File: src/dwm_regs.svh
// Register offsets, reset values and counts of the dual watchdog monitor.
// Summary of operation
// - Host watchdog times programmed increments; host read-only.
// - Host watchdog time zero disables it entirely.
// - Every host interface access restarts host watchdog.
// - One shared process watchdog with own time.
// - Only trigger-enabled channel writes restart process watchdog.
// - Status bit0 low when expired; upper bits zero.
// - Reading process status clears its event request.
// - Host watchdog status goes to link status bit.
// - Host expiry counter increments, saturates at FFh.
// - Network write to either counter clears both.
// - Increment lasts divider value plus two clock cycles.
`ifndef DWM_REGS_SVH
`define DWM_REGS_SVH

`define DWM_OFS_DIV_LO   16'h0400
`define DWM_OFS_DIV_HI   16'h0401
`define DWM_OFS_HTIME_LO 16'h0410
`define DWM_OFS_HTIME_HI 16'h0411
`define DWM_OFS_PTIME_LO 16'h0420
`define DWM_OFS_PTIME_HI 16'h0421
`define DWM_OFS_STAT_LO  16'h0440
`define DWM_OFS_STAT_HI  16'h0441
`define DWM_OFS_PCNT     16'h0442
`define DWM_OFS_HCNT     16'h0443

`define DWM_RST_DIV      16'h09c2
`define DWM_RST_TIME     16'h03e8
`define DWM_RST_CNT      8'h00
`define DWM_TIME_OFF     16'h0000
`define DWM_CNT_MAX      8'hff
`define DWM_DIV_EXTRA    16'h0002
`define DWM_STAT_BIT     0

`endif

File: src/dwm_pkg.sv
// Types shared by the dual watchdog monitor files.
package dwm_pkg;

  typedef enum logic [1:0] {
    DWM_WD_RUN = 2'b01,
    DWM_WD_EXP = 2'b10
  } dwm_wd_state_t;

  typedef struct packed {
    logic [15:0] addr;
    logic        wr;
    logic        rd;
    logic [7:0]  wdata;
  } dwm_bus_req_t;

endpackage

File: src/dwm_tick.sv
// Basic watchdog increment divider.
`timescale 1ns/1ps
`default_nettype none
`include "dwm_regs.svh"
module dwm_tick #(
  parameter int DIV_W = 16
) (
  input  wire logic             clk_sys,
  input  wire logic             rst_n,
  input  wire logic [DIV_W-1:0] div_value,
  output logic                  tick
);

  logic [DIV_W-1:0] cnt_reg;
  logic [DIV_W-1:0] cnt_next;
  logic             tick_reg;
  logic             tick_next;
  logic [DIV_W-1:0] last;

  always_comb begin
    last      = DIV_W'(div_value + DIV_W'(`DWM_DIV_EXTRA) - DIV_W'(1));
    tick_next = (cnt_reg >= last);
    cnt_next  = tick_next ? '0 : DIV_W'(cnt_reg + DIV_W'(1));
  end

  always_ff @(posedge clk_sys) begin
    if (!rst_n) begin
      cnt_reg  <= '0;
      tick_reg <= 1'b0;
    end else begin
      cnt_reg  <= cnt_next;
      tick_reg <= tick_next;
    end
  end

  assign tick = tick_reg;

  logic [DIV_W-1:0] gap_reg;
  logic             seen_reg;
  logic [DIV_W-1:0] div_q_reg;
  logic             chg_reg;

  // A divider change spoils only the period in which it falls, so that period is not judged.
  always_ff @(posedge clk_sys) begin
    if (!rst_n) begin
      gap_reg   <= '0;
      seen_reg  <= 1'b0;
      div_q_reg <= '0;
      chg_reg   <= 1'b0;
    end else begin
      gap_reg   <= tick_reg ? DIV_W'(1) : DIV_W'(gap_reg + DIV_W'(1));
      seen_reg  <= seen_reg | tick_reg;
      div_q_reg <= div_value;
      chg_reg   <= tick_reg ? 1'b0 : (chg_reg | (div_value != div_q_reg));
    end
  end
endmodule
`default_nettype wire

File: src/dwm_top.sv
// Dual watchdog monitor: host interface and process data watchdogs.
`timescale 1ns/1ps
`default_nettype none
`include "dwm_regs.svh"
module dwm_top (
  input  wire logic                 clk_sys,
  input  wire logic                 rst_n,
  input  wire dwm_pkg::dwm_bus_req_t net_req,
  output logic [7:0]                net_rdata,
  input  wire dwm_pkg::dwm_bus_req_t host_req,
  output logic [7:0]                host_rdata,
  input  wire logic                 chan_write,
  input  wire logic                 chan_trigger_en,
  output logic                      link_status_host_wd_ok,
  output logic                      event_request_process_wd
);

  localparam int HOST = 0;
  localparam int PROC = 1;

  logic [15:0]           div_reg,   div_next;
  logic [15:0]           time_reg   [2];
  logic [15:0]           time_next  [2];
  logic [15:0]           cnt_reg    [2];
  logic [15:0]           cnt_next   [2];
  dwm_pkg::dwm_wd_state_t state_reg [2];
  dwm_pkg::dwm_wd_state_t state_next[2];
  logic [7:0]            exp_reg    [2];
  logic [7:0]            exp_next   [2];
  logic                  event_reg, event_next;
  logic                  hok_reg,   hok_next;
  logic [7:0]            nrd_reg,   nrd_next;
  logic [7:0]            hrd_reg,   hrd_next;
  logic [1:0]            restart;
  logic [1:0]            expire;
  logic                  tick;
  logic                  cnt_clear;
  logic                  stat_read;

  dwm_tick #(
    .DIV_W(16)
  ) u_tick (
    .clk_sys  (clk_sys),
    .rst_n    (rst_n),
    .div_value(div_reg),
    .tick     (tick)
  );

  function automatic logic [7:0] rd_byte(input logic [15:0] a);
    logic [7:0] v;
    v = 8'h00;
    unique case (a)
      `DWM_OFS_DIV_LO:   v = div_reg[7:0];
      `DWM_OFS_DIV_HI:   v = div_reg[15:8];
      `DWM_OFS_HTIME_LO: v = time_reg[HOST][7:0];
      `DWM_OFS_HTIME_HI: v = time_reg[HOST][15:8];
      `DWM_OFS_PTIME_LO: v = time_reg[PROC][7:0];
      `DWM_OFS_PTIME_HI: v = time_reg[PROC][15:8];
      `DWM_OFS_STAT_LO:  v = {7'h00, state_reg[PROC] != dwm_pkg::DWM_WD_EXP};
      `DWM_OFS_PCNT:     v = exp_reg[PROC];
      `DWM_OFS_HCNT:     v = exp_reg[HOST];
      default:           v = 8'h00;
    endcase
    return v;
  endfunction

  always_comb begin
    restart[HOST] = host_req.rd | host_req.wr;
    restart[PROC] = chan_write & chan_trigger_en;
    cnt_clear     = net_req.wr &&
                    (net_req.addr == `DWM_OFS_PCNT || net_req.addr == `DWM_OFS_HCNT);
    stat_read     = (net_req.rd && net_req.addr == `DWM_OFS_STAT_LO) ||
                    (host_req.rd && host_req.addr == `DWM_OFS_STAT_LO);
    div_next      = div_reg;
    time_next[HOST] = time_reg[HOST];
    time_next[PROC] = time_reg[PROC];
    // Only the network side may change timing; host writes are dropped.
    if (net_req.wr) begin
      unique case (net_req.addr)
        `DWM_OFS_DIV_LO:   div_next[7:0]          = net_req.wdata;
        `DWM_OFS_DIV_HI:   div_next[15:8]         = net_req.wdata;
        `DWM_OFS_HTIME_LO: time_next[HOST][7:0]   = net_req.wdata;
        `DWM_OFS_HTIME_HI: time_next[HOST][15:8]  = net_req.wdata;
        `DWM_OFS_PTIME_LO: time_next[PROC][7:0]   = net_req.wdata;
        `DWM_OFS_PTIME_HI: time_next[PROC][15:8]  = net_req.wdata;
        default:           div_next               = div_reg;
      endcase
    end
    nrd_next = net_req.rd ? rd_byte(net_req.addr) : nrd_reg;
    hrd_next = host_req.rd ? rd_byte(host_req.addr) : hrd_reg;
  end

  always_comb begin
    for (int i = 0; i < 2; i++) begin
      state_next[i] = state_reg[i];
      cnt_next[i]   = cnt_reg[i];
      expire[i]     = 1'b0;
      if (time_reg[i] == `DWM_TIME_OFF) begin
        state_next[i] = dwm_pkg::DWM_WD_RUN;
        cnt_next[i]   = 16'h0000;
      end else if (restart[i]) begin
        state_next[i] = dwm_pkg::DWM_WD_RUN;
        cnt_next[i]   = 16'h0000;
      end else if (state_reg[i] == dwm_pkg::DWM_WD_RUN && tick) begin
        if (16'(cnt_reg[i] + 16'h0001) >= time_reg[i]) begin
          state_next[i] = dwm_pkg::DWM_WD_EXP;
          expire[i]     = 1'b1;
        end else begin
          cnt_next[i] = 16'(cnt_reg[i] + 16'h0001);
        end
      end
      // A clear and an expiry in one cycle leave a count of one.
      exp_next[i] = cnt_clear ? `DWM_RST_CNT : exp_reg[i];
      if (expire[i] && exp_next[i] != `DWM_CNT_MAX) begin
        exp_next[i] = 8'(exp_next[i] + 8'h01);
      end
    end
    event_next = (event_reg & ~stat_read) | expire[PROC];
    hok_next   = state_next[HOST] != dwm_pkg::DWM_WD_EXP;
  end

  always_ff @(posedge clk_sys) begin
    if (!rst_n) begin
      div_reg   <= `DWM_RST_DIV;
      event_reg <= 1'b0;
      hok_reg   <= 1'b1;
      nrd_reg   <= 8'h00;
      hrd_reg   <= 8'h00;
      for (int i = 0; i < 2; i++) begin
        time_reg[i]  <= `DWM_RST_TIME;
        cnt_reg[i]   <= 16'h0000;
        state_reg[i] <= dwm_pkg::DWM_WD_RUN;
        exp_reg[i]   <= `DWM_RST_CNT;
      end
    end else begin
      div_reg   <= div_next;
      event_reg <= event_next;
      hok_reg   <= hok_next;
      nrd_reg   <= nrd_next;
      hrd_reg   <= hrd_next;
      for (int i = 0; i < 2; i++) begin
        time_reg[i]  <= time_next[i];
        cnt_reg[i]   <= cnt_next[i];
        state_reg[i] <= state_next[i];
        exp_reg[i]   <= exp_next[i];
      end
    end
  end

  assign net_rdata                = nrd_reg;
  assign host_rdata               = hrd_reg;
  assign link_status_host_wd_ok   = hok_reg;
  assign event_request_process_wd = event_reg;
endmodule
`default_nettype wire

File: config.mk
export PLATFORM = sky130hd
export DESIGN_NAME = dwm_top
export DESIGN_NICKNAME = d
export VERILOG_FILES = /design/src/dwm_pkg.sv /design/src/dwm_tick.sv /design/src/dwm_top.sv
export VERILOG_INCLUDE_DIRS = /design/src
export SDC_FILE = /design/constraint.sdc
export NUM_CORES = 1
export LEC_CHECK = 0
export ABC_AREA = 0
export CAP_MARGIN = 30
export CORE_UTILIZATION = 65
export CTS_CLUSTER_SIZE = 28
export DETAILED_ROUTE_END_ITERATION = 16
export DONT_BUFFER_PORTS = 1
export PLACE_DENSITY = 0.85
export SYNTH_ARGS = -nofsm -noshare
export SYNTH_HDL_FRONTEND = slang
export SYNTH_SLANG_ARGS = --single-unit
File: constraint.sdc
create_clock -name clk_sys -period 4.9 [get_ports clk_sys]
set_input_delay 0.49 -clock clk_sys [delete_from_list [all_inputs] [get_ports clk_sys]]
set_output_delay 0.49 -clock clk_sys [all_outputs]
set_load 0.05 [all_outputs]
# ---- Word-level counts from Yosys, hierarchy flattened
# Memory sizes are Yosys's and may differ from the RTL's.
# Cells that the tools add are included.
dict set report totals {
  reg_bits 51
  ram_bits 84
  inputBits 56
  out_inout_bits 18
  word_cells 119
  n_memories 4
}
dict set report classes {
  n_addsub 7
  order_cmp 3
  n_eq_ne 24
  muxes 45
  bitwise 14
  reduce_logical 14
}
# name depth width read_ports rd_clocked_by_memory_dff wr line_no
set memory_table {}
lappend memory_table {cnt_reg 2 16 2 0 2 dwm_top.sv:24} ;# logic [15:0] cnt_reg [2];
lappend memory_table {time_reg 2 16 2 0 2 dwm_top.sv:22} ;# logic [15:0] time_reg [2];
lappend memory_table {exp_reg 2 8 2 0 2 dwm_top.sv:28} ;# logic [7:0] exp_reg [2];
lappend memory_table {state_reg 2 2 2 0 2 dwm_top.sv:26} ;# dwm_pkg::dwm_wd_state_t state_reg [2];
# operator n
set ops {}
lappend ops {{$eq A16 B11 Y1 const B} 18}
lappend ops {{$mux W16} 12}
lappend ops {{$pmux W8 S9} 2}
lappend ops {{$mux W8} 10}
lappend ops {{$add A16 B1 Y16 const B} 3}
lappend ops {{$ge A16 B16 Y1} 3}
lappend ops {{$logic_not A16 Y1} 2}
lappend ops {{$mux W32} 1}
lappend ops {{$mux W2} 10}
lappend ops {{$add A16 B2 Y16 const B} 1}
lappend ops {{$add A8 B1 Y8 const B} 2}
lappend ops {{$ne A8 B8 Y1 const B} 2}
lappend ops {{$sub A16 B1 Y16 const B} 1}
lappend ops {{$mux W1} 10}
lappend ops {{$or A1 B1 Y1} 10}
lappend ops {{$logic_and A1 B1 Y1} 7}
lappend ops {{$eq A2 B1 Y1 const B} 2}
lappend ops {{$ne A2 B2 Y1 const B} 2}
lappend ops {{$reduce_and A2 Y1} 2}
lappend ops {{$and A1 B1 Y1} 2}
lappend ops {{$logic_or A1 B1 Y1} 2}
lappend ops {{$not A1 Y1} 2}
lappend ops {{$reduce_or A2 Y1} 1}

# ---- Longest topological paths before layout
# Gate-level depths: netlist of run 1.
dict set report logic_depth {
  depth_word 9
  ltp_mapped 15
  ltp_nobuf 14
}

# ---- Modules after synthesis
# From an unflattened synthesis of run 1, not the netlist that was laid out.
dict set report unflattened {
  cells_unflattened 1091
  hier_area_um2 8789.7
}
# mod n_inst cells_each area_per_inst_um2 seq_area_each_um2
set by_module_without_submodules {}
lappend by_module_without_submodules {dwm_top 1 932 7397.1 2362.3}
lappend by_module_without_submodules {dwm_tick 1 159 1392.6 340.3}

# ---- Worst setup path after synthesis of run 1
# Ideal clock, no wire load.
dict set report synth_path {
  path_type {register to register}
  start {memory cnt_reg[1][0] (netlist: cnt_reg[0][16])}
  end {memory exp_reg[1][4] (netlist: exp_reg[0][12])}
  setup_time_ps 119
  arrival_time_ps 3573
  required_time_ps 4781
  slack_ps 1208
  path_stages_with_launch 15
  n_path_buf 0
  period_less_slack_ps 3692
  path_cell_list {dfxtp_1 ha_1 and3_1 and3_1 and3_1 nand3_1 or2_2 xnor2_1 ha_1 nand4_1 nor4_1 a21oi_1 a21oi_2 nand4_1 mux2i_1}
}
# item line_no
set synth_lines {}
lappend synth_lines {{start: declaration} dwm_top.sv:24}
lappend synth_lines {{end: declaration} dwm_top.sv:28}

==> impl_results.md, run 1 <==
* Hold path startpoint: rst_n
* Number of buffers added by the clock tree synthesis step at 17
* Largest voltage drop on the vdd net at about 0.21 mV
* Cell count along the critical path at 14
* Total vias in the final route at around 8000
* Vias in the first global route at 7321
* Share of layout cells above drive strength 1 at under 10%
* Transition time at the pin with the least slew margin at 1.072 ns
* Unrepaired setup endpoints after global routing: false
* Placement row count at 41
* Share of synthesized area occupied by flip-flops and latches at a little under a third
* Fillers at approximately 960
* Total wirelength of the detailed-routed design at roughly 23000 um
* Power density over the cells at approximately 260 nW/um^2
* Final core area utilization at 72.32%
* Class of the worst hold path: primary input to register
* Critical path buffers and inverters at 0
* Count of port buffers added during placement at 0
* Slowest Stage Delay on Critical Path at approximately 0.63 ns
* Area delta synth->final at 7.546%
* Critical path, cell by cell: ha_1 -> and3_1 -> and3_1 -> and3_1 -> nand3_1 -> or2_2 -> xnor2_1 -> ha_1 -> nand4_1 -> nor4_1 -> a21oi_1 -> a21oi_2 -> and3_1 -> o21ai_0
* Buffer type at the clock tree root: sky130_fd_sc_hd__clkbuf_16
* Die outline height at roughly 120 um
* Flop2flop setup slack at ~0.54 ns
* Remaining global-route overflow at 0
* Worst Setup Start Kind: register
* Proportion of netlist area held by the largest area contributor at a little under a third
* CTS sink cnt at ~140
* Number of storage elements in the synthesis netlist at roughly 140
* Standard cell core area at about 13000 sq um
* Endpoint type of the worst setup path: register
* Most used flip-flop cell after synthesis: sky130_fd_sc_hd__dfxtp_1
* Final hold viol count at 0
* I/O pin total at between 70 and 80
* Initial core utilization at around 67%
* Max Slew Vio Count at 0
* Global-route wire length before repair at around 37000 um
* Number of detailed-routing iterations run before antenna repair at 8
* Cell occurring most often along the worst timing path: sky130_fd_sc_hd__and3_1
* Library cells used by synthesis at 73
* Endpoint of the most critical register-to-register path: exp_reg[0][11]$_SDFF_PN0_
* Max frequency at 229.4 MHz
* Die area at 13680 sq um
* Floorplan die width at 117.0 um
* Total standard cell area after synthesis at between 8000 and 9000 sq um
* Max FO, Critical Path at 10
* Share of synthesized cell area in and, or, nand and nor gates at 25.46%
* Cell depth of the worst min-delay path at 1
* Main combinational cell family by area after synthesis: simple AND/OR/NAND/NOR gates
* Post-CTS Repair Setup Buffers at 0
* Post-synthesis instance total at slightly above 1000
* Maximum buffer depth of the clock tree at 2
* Pin count of the biggest net entering global routing at 45
* Result of the run: finished, final reports clean
* Reg2Reg Depth at 14
* Category of the most critical setup path: register to register
* Placed Cells at around 1200
* Cell family with most CP delay: simple AND/OR/NAND/NOR gates
* DR vias/cell at about 6.7
* EDFF count, synth at 0
* Required time of the critical path at ~5.2 ns
* Worst slew margin relative to its limit at around 28%
* Detailed Route Iter0 Violations at between 1000 and 1500
* Initial antenna violation count at 0
* TritonCTS clock tree: yes
* Tot Pwr at 2.368 mW
* CP max-delay cell: sky130_fd_sc_hd__nor4_1
* Leading cell types by total area after synthesis: sky130_fd_sc_hd__dfxtp_1 (31%), sky130_fd_sc_hd__ha_1 (7.9%), sky130_fd_sc_hd__mux2i_1 (7.3%)
* Final worst path period need at approximately 4.4 ns
* Half-perimeter wire length after detailed placement at between 15000 and 20000 um
* Routability congestion estimate at 0.9727
* Detail-routed net length per standard cell at just under 20 um
* Share of flip-flops with an asynchronous set or reset at 0%
* Mean post-synth cell area at 8.380 sq um
* Yosys warnings at 0
* Dominant cell by count in the synthesized netlist: sky130_fd_sc_hd__dfxtp_1
* Antenna cell count at 0
* Leakage power of the design at ~3.7 nW
* Number of H-tree branching levels at 4
* Startpoint of the worst register-to-register path: cnt_reg[0][16]$_SDFFE_PP0P_
* Number of standard cells in the layout, taps in and fillers out at roughly 1200
* Clock-pin slew on the worst setup and hold paths at around 0.060 ns
* Synthesized-area fraction occupied by ao, oa, aoi and oai cells at 16.58%
* Total nets after synthesis at around 1100
* Yosys top cell by area: sky130_fd_sc_hd__dfxtp_1
* Period utilisation layout at 88.95%
* Number of max-capacitance violations reported at 0
* Post-synthesis adder-cell area fraction at 7.866%
* Post-CTS Hold Fix Bufs at 0
* Clock latency on the worst-skew pair at 0.43 ns
* Final layout net count at roughly 1100
* Post-Synth XOR/XNOR Area at just under 7%
* Top post-synthesis cells by count: sky130_fd_sc_hd__dfxtp_1 (135), sky130_fd_sc_hd__nand2_1 (105), sky130_fd_sc_hd__nor2_1 (90), sky130_fd_sc_hd__mux2i_1 (63), sky130_fd_sc_hd__ha_1 (54)
* Mux contribution to synthesized area at 8.128%
* Critical path arrival at roughly 4.7 ns
* Final total negative setup slack at 0 ns
* GRT Util Overall at between 30% and 40%
* Post-route antenna net violation count at 0
* End point of the worst hold path: time_reg[0][8]$_SDFFE_PN1P_
* Detailed-route DRC error count at 0
* Finish-stage setup viols at 0
* Cells resized by post-CTS repair at 0
* Clock Skews at approximately 0.0046 ns
[how the worst max path moves through the flow]
stage	from	end	slack [ns]
floorplan	cnt_reg[0][16]$_SDFFE_PP0P_	exp_reg[0][12]$_SDFF_PN0_	1.21
global placement	cnt_reg[0][16]$_SDFFE_PP0P_	exp_reg[0][12]$_SDFF_PN0_	0.82
detailed placement	cnt_reg[0][16]$_SDFFE_PP0P_	exp_reg[0][12]$_SDFF_PN0_	0.68
CTS	cnt_reg[0][16]$_SDFFE_PP0P_	exp_reg[0][15]$_SDFF_PN0_	0.58
global route	cnt_reg[0][16]$_SDFFE_PP0P_	cnt_reg[0][30]$_SDFFE_PP0P_	0.27
finish	cnt_reg[0][16]$_SDFFE_PP0P_	exp_reg[0][11]$_SDFF_PN0_	0.54
[cell families (layout without fill, tap and decap cells)]
logic type	Yosys count	in the layout
XOR/XNOR	67	67
flip-flops	135	135
adder cells (fa/ha/maj)	54	54
AO/OA/AOI/OAI	209	209
multiplexers	69	69
AND/OR/NAND/NOR	413	413
buffers and inverters	78	78
[metrics by stage]
stage / hold WS (ns) / cell area, sq um / setup WS, ns
final: 0.1336 / 9238 / 0.5415
after global routing: 0.1201 / 9238 / 0.2664
after floorplan: 0.4372 / 8589 / 1.208
after detailed placement: 0.4619 / 8682 / 0.6848
after global placement: 0.4556 / 8677 / 0.8196
after CTS: 0.1212 / 9238 / 0.5767
[per-layer routing]
metal | part of all wire (%) | track usage (%) | vias to the layer above
met1 | 41 | 45.79 | 3757
met5 | 0 | 0 | -
met4 | 4.1 | 18.40 | 0
met2 | 46 | 57.24 | 413
li1 | - | - | 3751
met3 | 9.2 | 7.981 | 91
[final cells by class]
class	instances	area (sq um)	share of cell area, %
Clock buffer	18	439.2	4.754
Clock inverter	14	116.4	1.260
Inverter	40	150.1	1.625
Multi-Input combinational cell	812	5572	60.31
Sequential cell	135	2703	29.26
Tap cell	172	215.2	2.330
Timing Repair Buffer	6	42.54	0.4605
[power breakdown]
part	switching (mW)	total, mW	internal (mW)
Sequential	0.00255	1.10	1.10
Clock	0.536	1.21	0.672
Combinational	0.0345	0.0585	0.0240
[worst register-to-register path, stage by stage (launching register included)]
cell,delay [ns]
sky130_fd_sc_hd__dfxtp_1,0.43
sky130_fd_sc_hd__ha_1,0.24
sky130_fd_sc_hd__and3_1,0.21
sky130_fd_sc_hd__and3_1,0.24
sky130_fd_sc_hd__and3_1,0.24
sky130_fd_sc_hd__nand3_1,0.18
sky130_fd_sc_hd__or2_2,0.36
sky130_fd_sc_hd__xnor2_1,0.13
sky130_fd_sc_hd__ha_1,0.30
sky130_fd_sc_hd__nand4_1,0.15
sky130_fd_sc_hd__nor4_1,0.63
sky130_fd_sc_hd__a21oi_1,0.34
sky130_fd_sc_hd__a21oi_2,0.49
sky130_fd_sc_hd__and3_1,0.23
sky130_fd_sc_hd__o21ai_0,0.08
[placed cells by master, fill, tap and decap left out, drive strengths merged, types with 10 or more instances in the layout]
| cell | count |
|---|---|
| a211oi | 10 |
| a21o | 11 |
| a21oi | 52 |
| a222oi | 11 |
| and2 | 18 |
| and3 | 32 |
| clkbuf | 18 |
| dfxtp | 135 |
| ha | 54 |
| inv | 45 |
| mux2i | 63 |
| nand2 | 105 |
| nand3 | 43 |
| nand4 | 22 |
| nor2 | 91 |
| nor2b | 12 |
| nor4 | 16 |
| o211ai | 17 |
| o21ai | 42 |
| o31ai | 14 |
| or4 | 19 |
| xnor2 | 35 |
| xor2 | 32 |
No activity file was read; power rests on OpenSTA's default activity.
==> run 2, diff against run 1 <==
==> constraint.sdc (replaced) <==
create_clock -name clk_sys -period 4.9 [get_ports clk_sys]
set_input_delay 0.245 -clock clk_sys [delete_from_list [all_inputs] [get_ports clk_sys]]
set_output_delay 0.245 -clock clk_sys [all_outputs]
set_load 0.05 [all_outputs]
==> impl_results.md, run 2 (synthesis gave the netlist of run 1 again) <==
* Half-perimeter wire length after detailed placement at 16900 um (-0.20%)
* Leakage power of the design at 3.781 nW (+2.2%)
* Unrepaired setup endpoints after global routing: false
* Tot Pwr at 2.501 mW (+5.6%)
* Remaining global-route overflow at 0 (unchanged)
* Post-CTS Repair Setup Buffers at 0 (unchanged)
* Internal cell power at 1.931 mW (+7.6%)
* Cells resized by post-CTS repair at 0 (unchanged)
* Gate power share at 3.2% (+0.7 points)
* Final total negative setup slack at 0 ns (unchanged)
* Power density over the cells at 265.1 nW/um^2 (+3.4%)
* Startpoint of the worst register-to-register path: cnt_reg[0][16]$_SDFFE_PP0P_
* Fillers at 912 (-5.1%)
* Critical path arrival at 4.59 ns (-0.08 ns)
* Detailed Route Iter0 Violations at 1140 (+14%)
* Reported net switching power at 569.6 uW (-0.65%)
* Endpoint of the most critical register-to-register path: exp_reg[0][12]$_SDFF_PN0_
* Post-route antenna net violation count at 0 (unchanged)
* TritonCTS clock tree: yes
* Pin count of the biggest net entering global routing at 30 (-33%)
* Result of the run: finished, final reports clean
* Category of the most critical setup path: register to register
* Detailed-route DRC error count at 0 (unchanged)
* Maximum buffer depth of the clock tree at 2 (unchanged)
* Transition time at the pin with the least slew margin at 0.8946 ns (-0.1777 ns)
* Number of max-capacitance violations reported at 0 (unchanged)
* Clock network fraction of total power at 52.8% (+1.8 points)
* Number of buffers added by the clock tree synthesis step at 17 (unchanged)
* Flop2flop setup slack at 0.63 ns (+0.09 ns)
* End point of the worst hold path: div_reg[12]$_SDFFE_PN0P_
* Global-route wire length before repair at 38260 um (+2.8%)
* Most used cells in the layout excluding fill and tap cells: sky130_fd_sc_hd__dfxtp_1 (135), sky130_fd_sc_hd__nand2_1 (105), sky130_fd_sc_hd__nor2_1 (90)
* Total vias in the final route at 8018 (+0.075%)
* Largest voltage drop on the vdd net at 0.2413 mV (+13%)
* Number of H-tree branching levels at 4 (unchanged)
* I/O pin total at 74 (unchanged)
* Total wirelength of the detailed-routed design at 24070 um (+3.4%)
* Clock-pin slew on the worst setup and hold paths at 0.06 ns (about the same)
* Class of the worst hold path: primary input to register
* GRT Util Overall at 36.80% (+0.89 points)
* Required time of the critical path at 5.22 ns (about the same)
* DR vias/cell at 6.610 (-1.2%)
* Max frequency at 234.2 MHz (+2.1%)
* Max FO, Critical Path at 10 (unchanged)
* Die outline height at 117.0 um (unchanged)
* Clock latency on the worst-skew pair at 0.43 ns (about the same)
* Reg2Reg Depth at 14 (unchanged)
* Initial core utilization at 67.24% (unchanged)
* Routability congestion estimate at 1.007 (+3.5%)
* Post-route cell area at 9434 sq um (+2.1%)
* Die area at 13680 sq um (unchanged)
* Cell depth of the worst min-delay path at 2 (+1)
* Final layout net count at 1137 (+1.3%)
* Finish-stage setup viols at 0 (unchanged)
* Worst slew margin relative to its limit at 39.96% (+12 points)
* Worst Setup Start Kind: register
* Count of port buffers added during placement at 0 (unchanged)
* Placement row count at 41 (unchanged)
* Buffer type at the clock tree root: sky130_fd_sc_hd__clkbuf_16
* Initial antenna violation count at 1 (+1)
* Clock Skews at 0.007356 ns (+0.002742 ns)
* Detail-routed net length per standard cell at 19.84 um (+2.1%)
* Max Slew Vio Count at 0 (unchanged)
* Switching power as a share of total power at 22.78% (-1.4 points)
* Floorplan die width at 117.0 um (unchanged)
* CTS sink cnt at 135 (unchanged)
* Number of detailed-routing iterations run before antenna repair at 7 (-1)
* Sequential share of power at 44.1% (-2.4 points)
* Period utilisation layout at 87.13% (-1.8 points)
* Share of layout cells above drive strength 1 at 6.923% (+0.29 points)
* Standard cell core area at 12770 sq um (unchanged)
* Area delta synth->final at 9.833%
* Leading cell type in the layout, fill and taps excluded: sky130_fd_sc_hd__dfxtp_1
* Vias in the first global route at 7500 (+2.4%)
* Final worst path period need at 4.270 ns (-0.08888 ns)
* Dpl cell area at 8697 sq um (+0.17%)
* Endpoint type of the worst setup path: register
* Hold path startpoint: net_req[4]
* Final hold viol count at 0 (unchanged)
==> run 2: cell count changes in the layout (fill, tap and decap cells not counted), sizes merged <==
cell / previous run / this run
buf: 6 / 9
inv: 45 / 41
dlygate4sd3: 0 / 11
clkinvlp: 2 / 4
diode: 0 / 1
bufinv: 0 / 3
==> run 2: critical path: stages (launching register included) <==
cell	delay, ns
sky130_fd_sc_hd__dfxtp_1	0.41
sky130_fd_sc_hd__ha_1	0.23
sky130_fd_sc_hd__and3_1	0.21
sky130_fd_sc_hd__and3_1	0.24
sky130_fd_sc_hd__and3_1	0.24
sky130_fd_sc_hd__nand3_1	0.18
sky130_fd_sc_hd__or2_2	0.36
sky130_fd_sc_hd__xnor2_1	0.14
sky130_fd_sc_hd__ha_1	0.30
sky130_fd_sc_hd__nand4_1	0.15
sky130_fd_sc_hd__nor4_1	0.58
sky130_fd_sc_hd__a21oi_1	0.31
sky130_fd_sc_hd__a21oi_2	0.48
sky130_fd_sc_hd__nand4_1	0.18
sky130_fd_sc_hd__mux2i_1	0.14
==> run 2: metrics by stage <==
step,setup slack [ns],hold WS [ns],utilization [%],instances
final,0.6304,0.04419,73.86,1213
after floorplan,1.208,0.3701,-,1025
after global placement,0.8060,0.3187,68.05,1166
after global routing,0.3454,0.04875,73.86,1213
after detailed placement,0.6898,0.3184,68.09,1167
after CTS,0.6611,0.003443,73.68,1210
==> run 2: area by class of cell <==
type | instances | area [sq um] | area share (%)
Antenna cell | 1 | 2.502 | 0.02653
Clock buffer | 17 | 425.4 | 4.509
Timing Repair Buffer | 21 | 187.7 | 1.989
Inverter | 40 | 150.1 | 1.592
Clock inverter | 15 | 178.9 | 1.897
Sequential cell | 135 | 2703 | 28.65
Multi-Input combinational cell | 812 | 5572 | 59.06
Tap cell | 172 | 215.2 | 2.281
==> run 2: worst max path at each step <==
stage	endpoint	cells after the start	startpoint	slack, ns
after floorplan	exp_reg[0][12]$_SDFF_PN0_	14	cnt_reg[0][16]$_SDFFE_PP0P_	1.21
after global placement	exp_reg[0][12]$_SDFF_PN0_	14	cnt_reg[0][16]$_SDFFE_PP0P_	0.81
after detailed placement	exp_reg[0][12]$_SDFF_PN0_	14	cnt_reg[0][16]$_SDFFE_PP0P_	0.69
after CTS	exp_reg[0][12]$_SDFF_PN0_	14	cnt_reg[0][16]$_SDFFE_PP0P_	0.66
after global routing	exp_reg[0][12]$_SDFF_PN0_	14	cnt_reg[0][16]$_SDFFE_PP0P_	0.35
final	exp_reg[0][12]$_SDFF_PN0_	14	cnt_reg[0][16]$_SDFFE_PP0P_	0.63
==> run 2: power by group through the flow <==
| stage | Clock [mW] | Combinational (mW) | Sequential, mW |
|---|---|---|---|
| 6_report | 1.32 | 0.0789 | 1.10 |
| 5_1_grt | 1.37 | 0.0841 | 1.10 |
| 4_1_cts | 1.33 | 0.0756 | 1.10 |
| 3_5_place_dp | 0 | 0.0578 | 1.13 |
| 3_3_place_gp | 0 | 0.0570 | 1.13 |
| 2_1_floorplan | 0 | 0.0574 | 1.13 |
==> run 2: timing repair <==
action	in CTS	in global routing
hold endpoints to repair	57	0
hold buffers	11	0
endpoints found under the setup margin	0	0
==> run 2: per-layer routing <==
layer / global-route usage (%) / up-vias / wire length (um)
met5: 0 / - / 0
met4: 21.18 / 0 / 1196
met3: 9.681 / 101 / 2419
met2: 57.00 / 476 / 10720
met1: 46.42 / 3657 / 9727
li1: - / 3784 / -
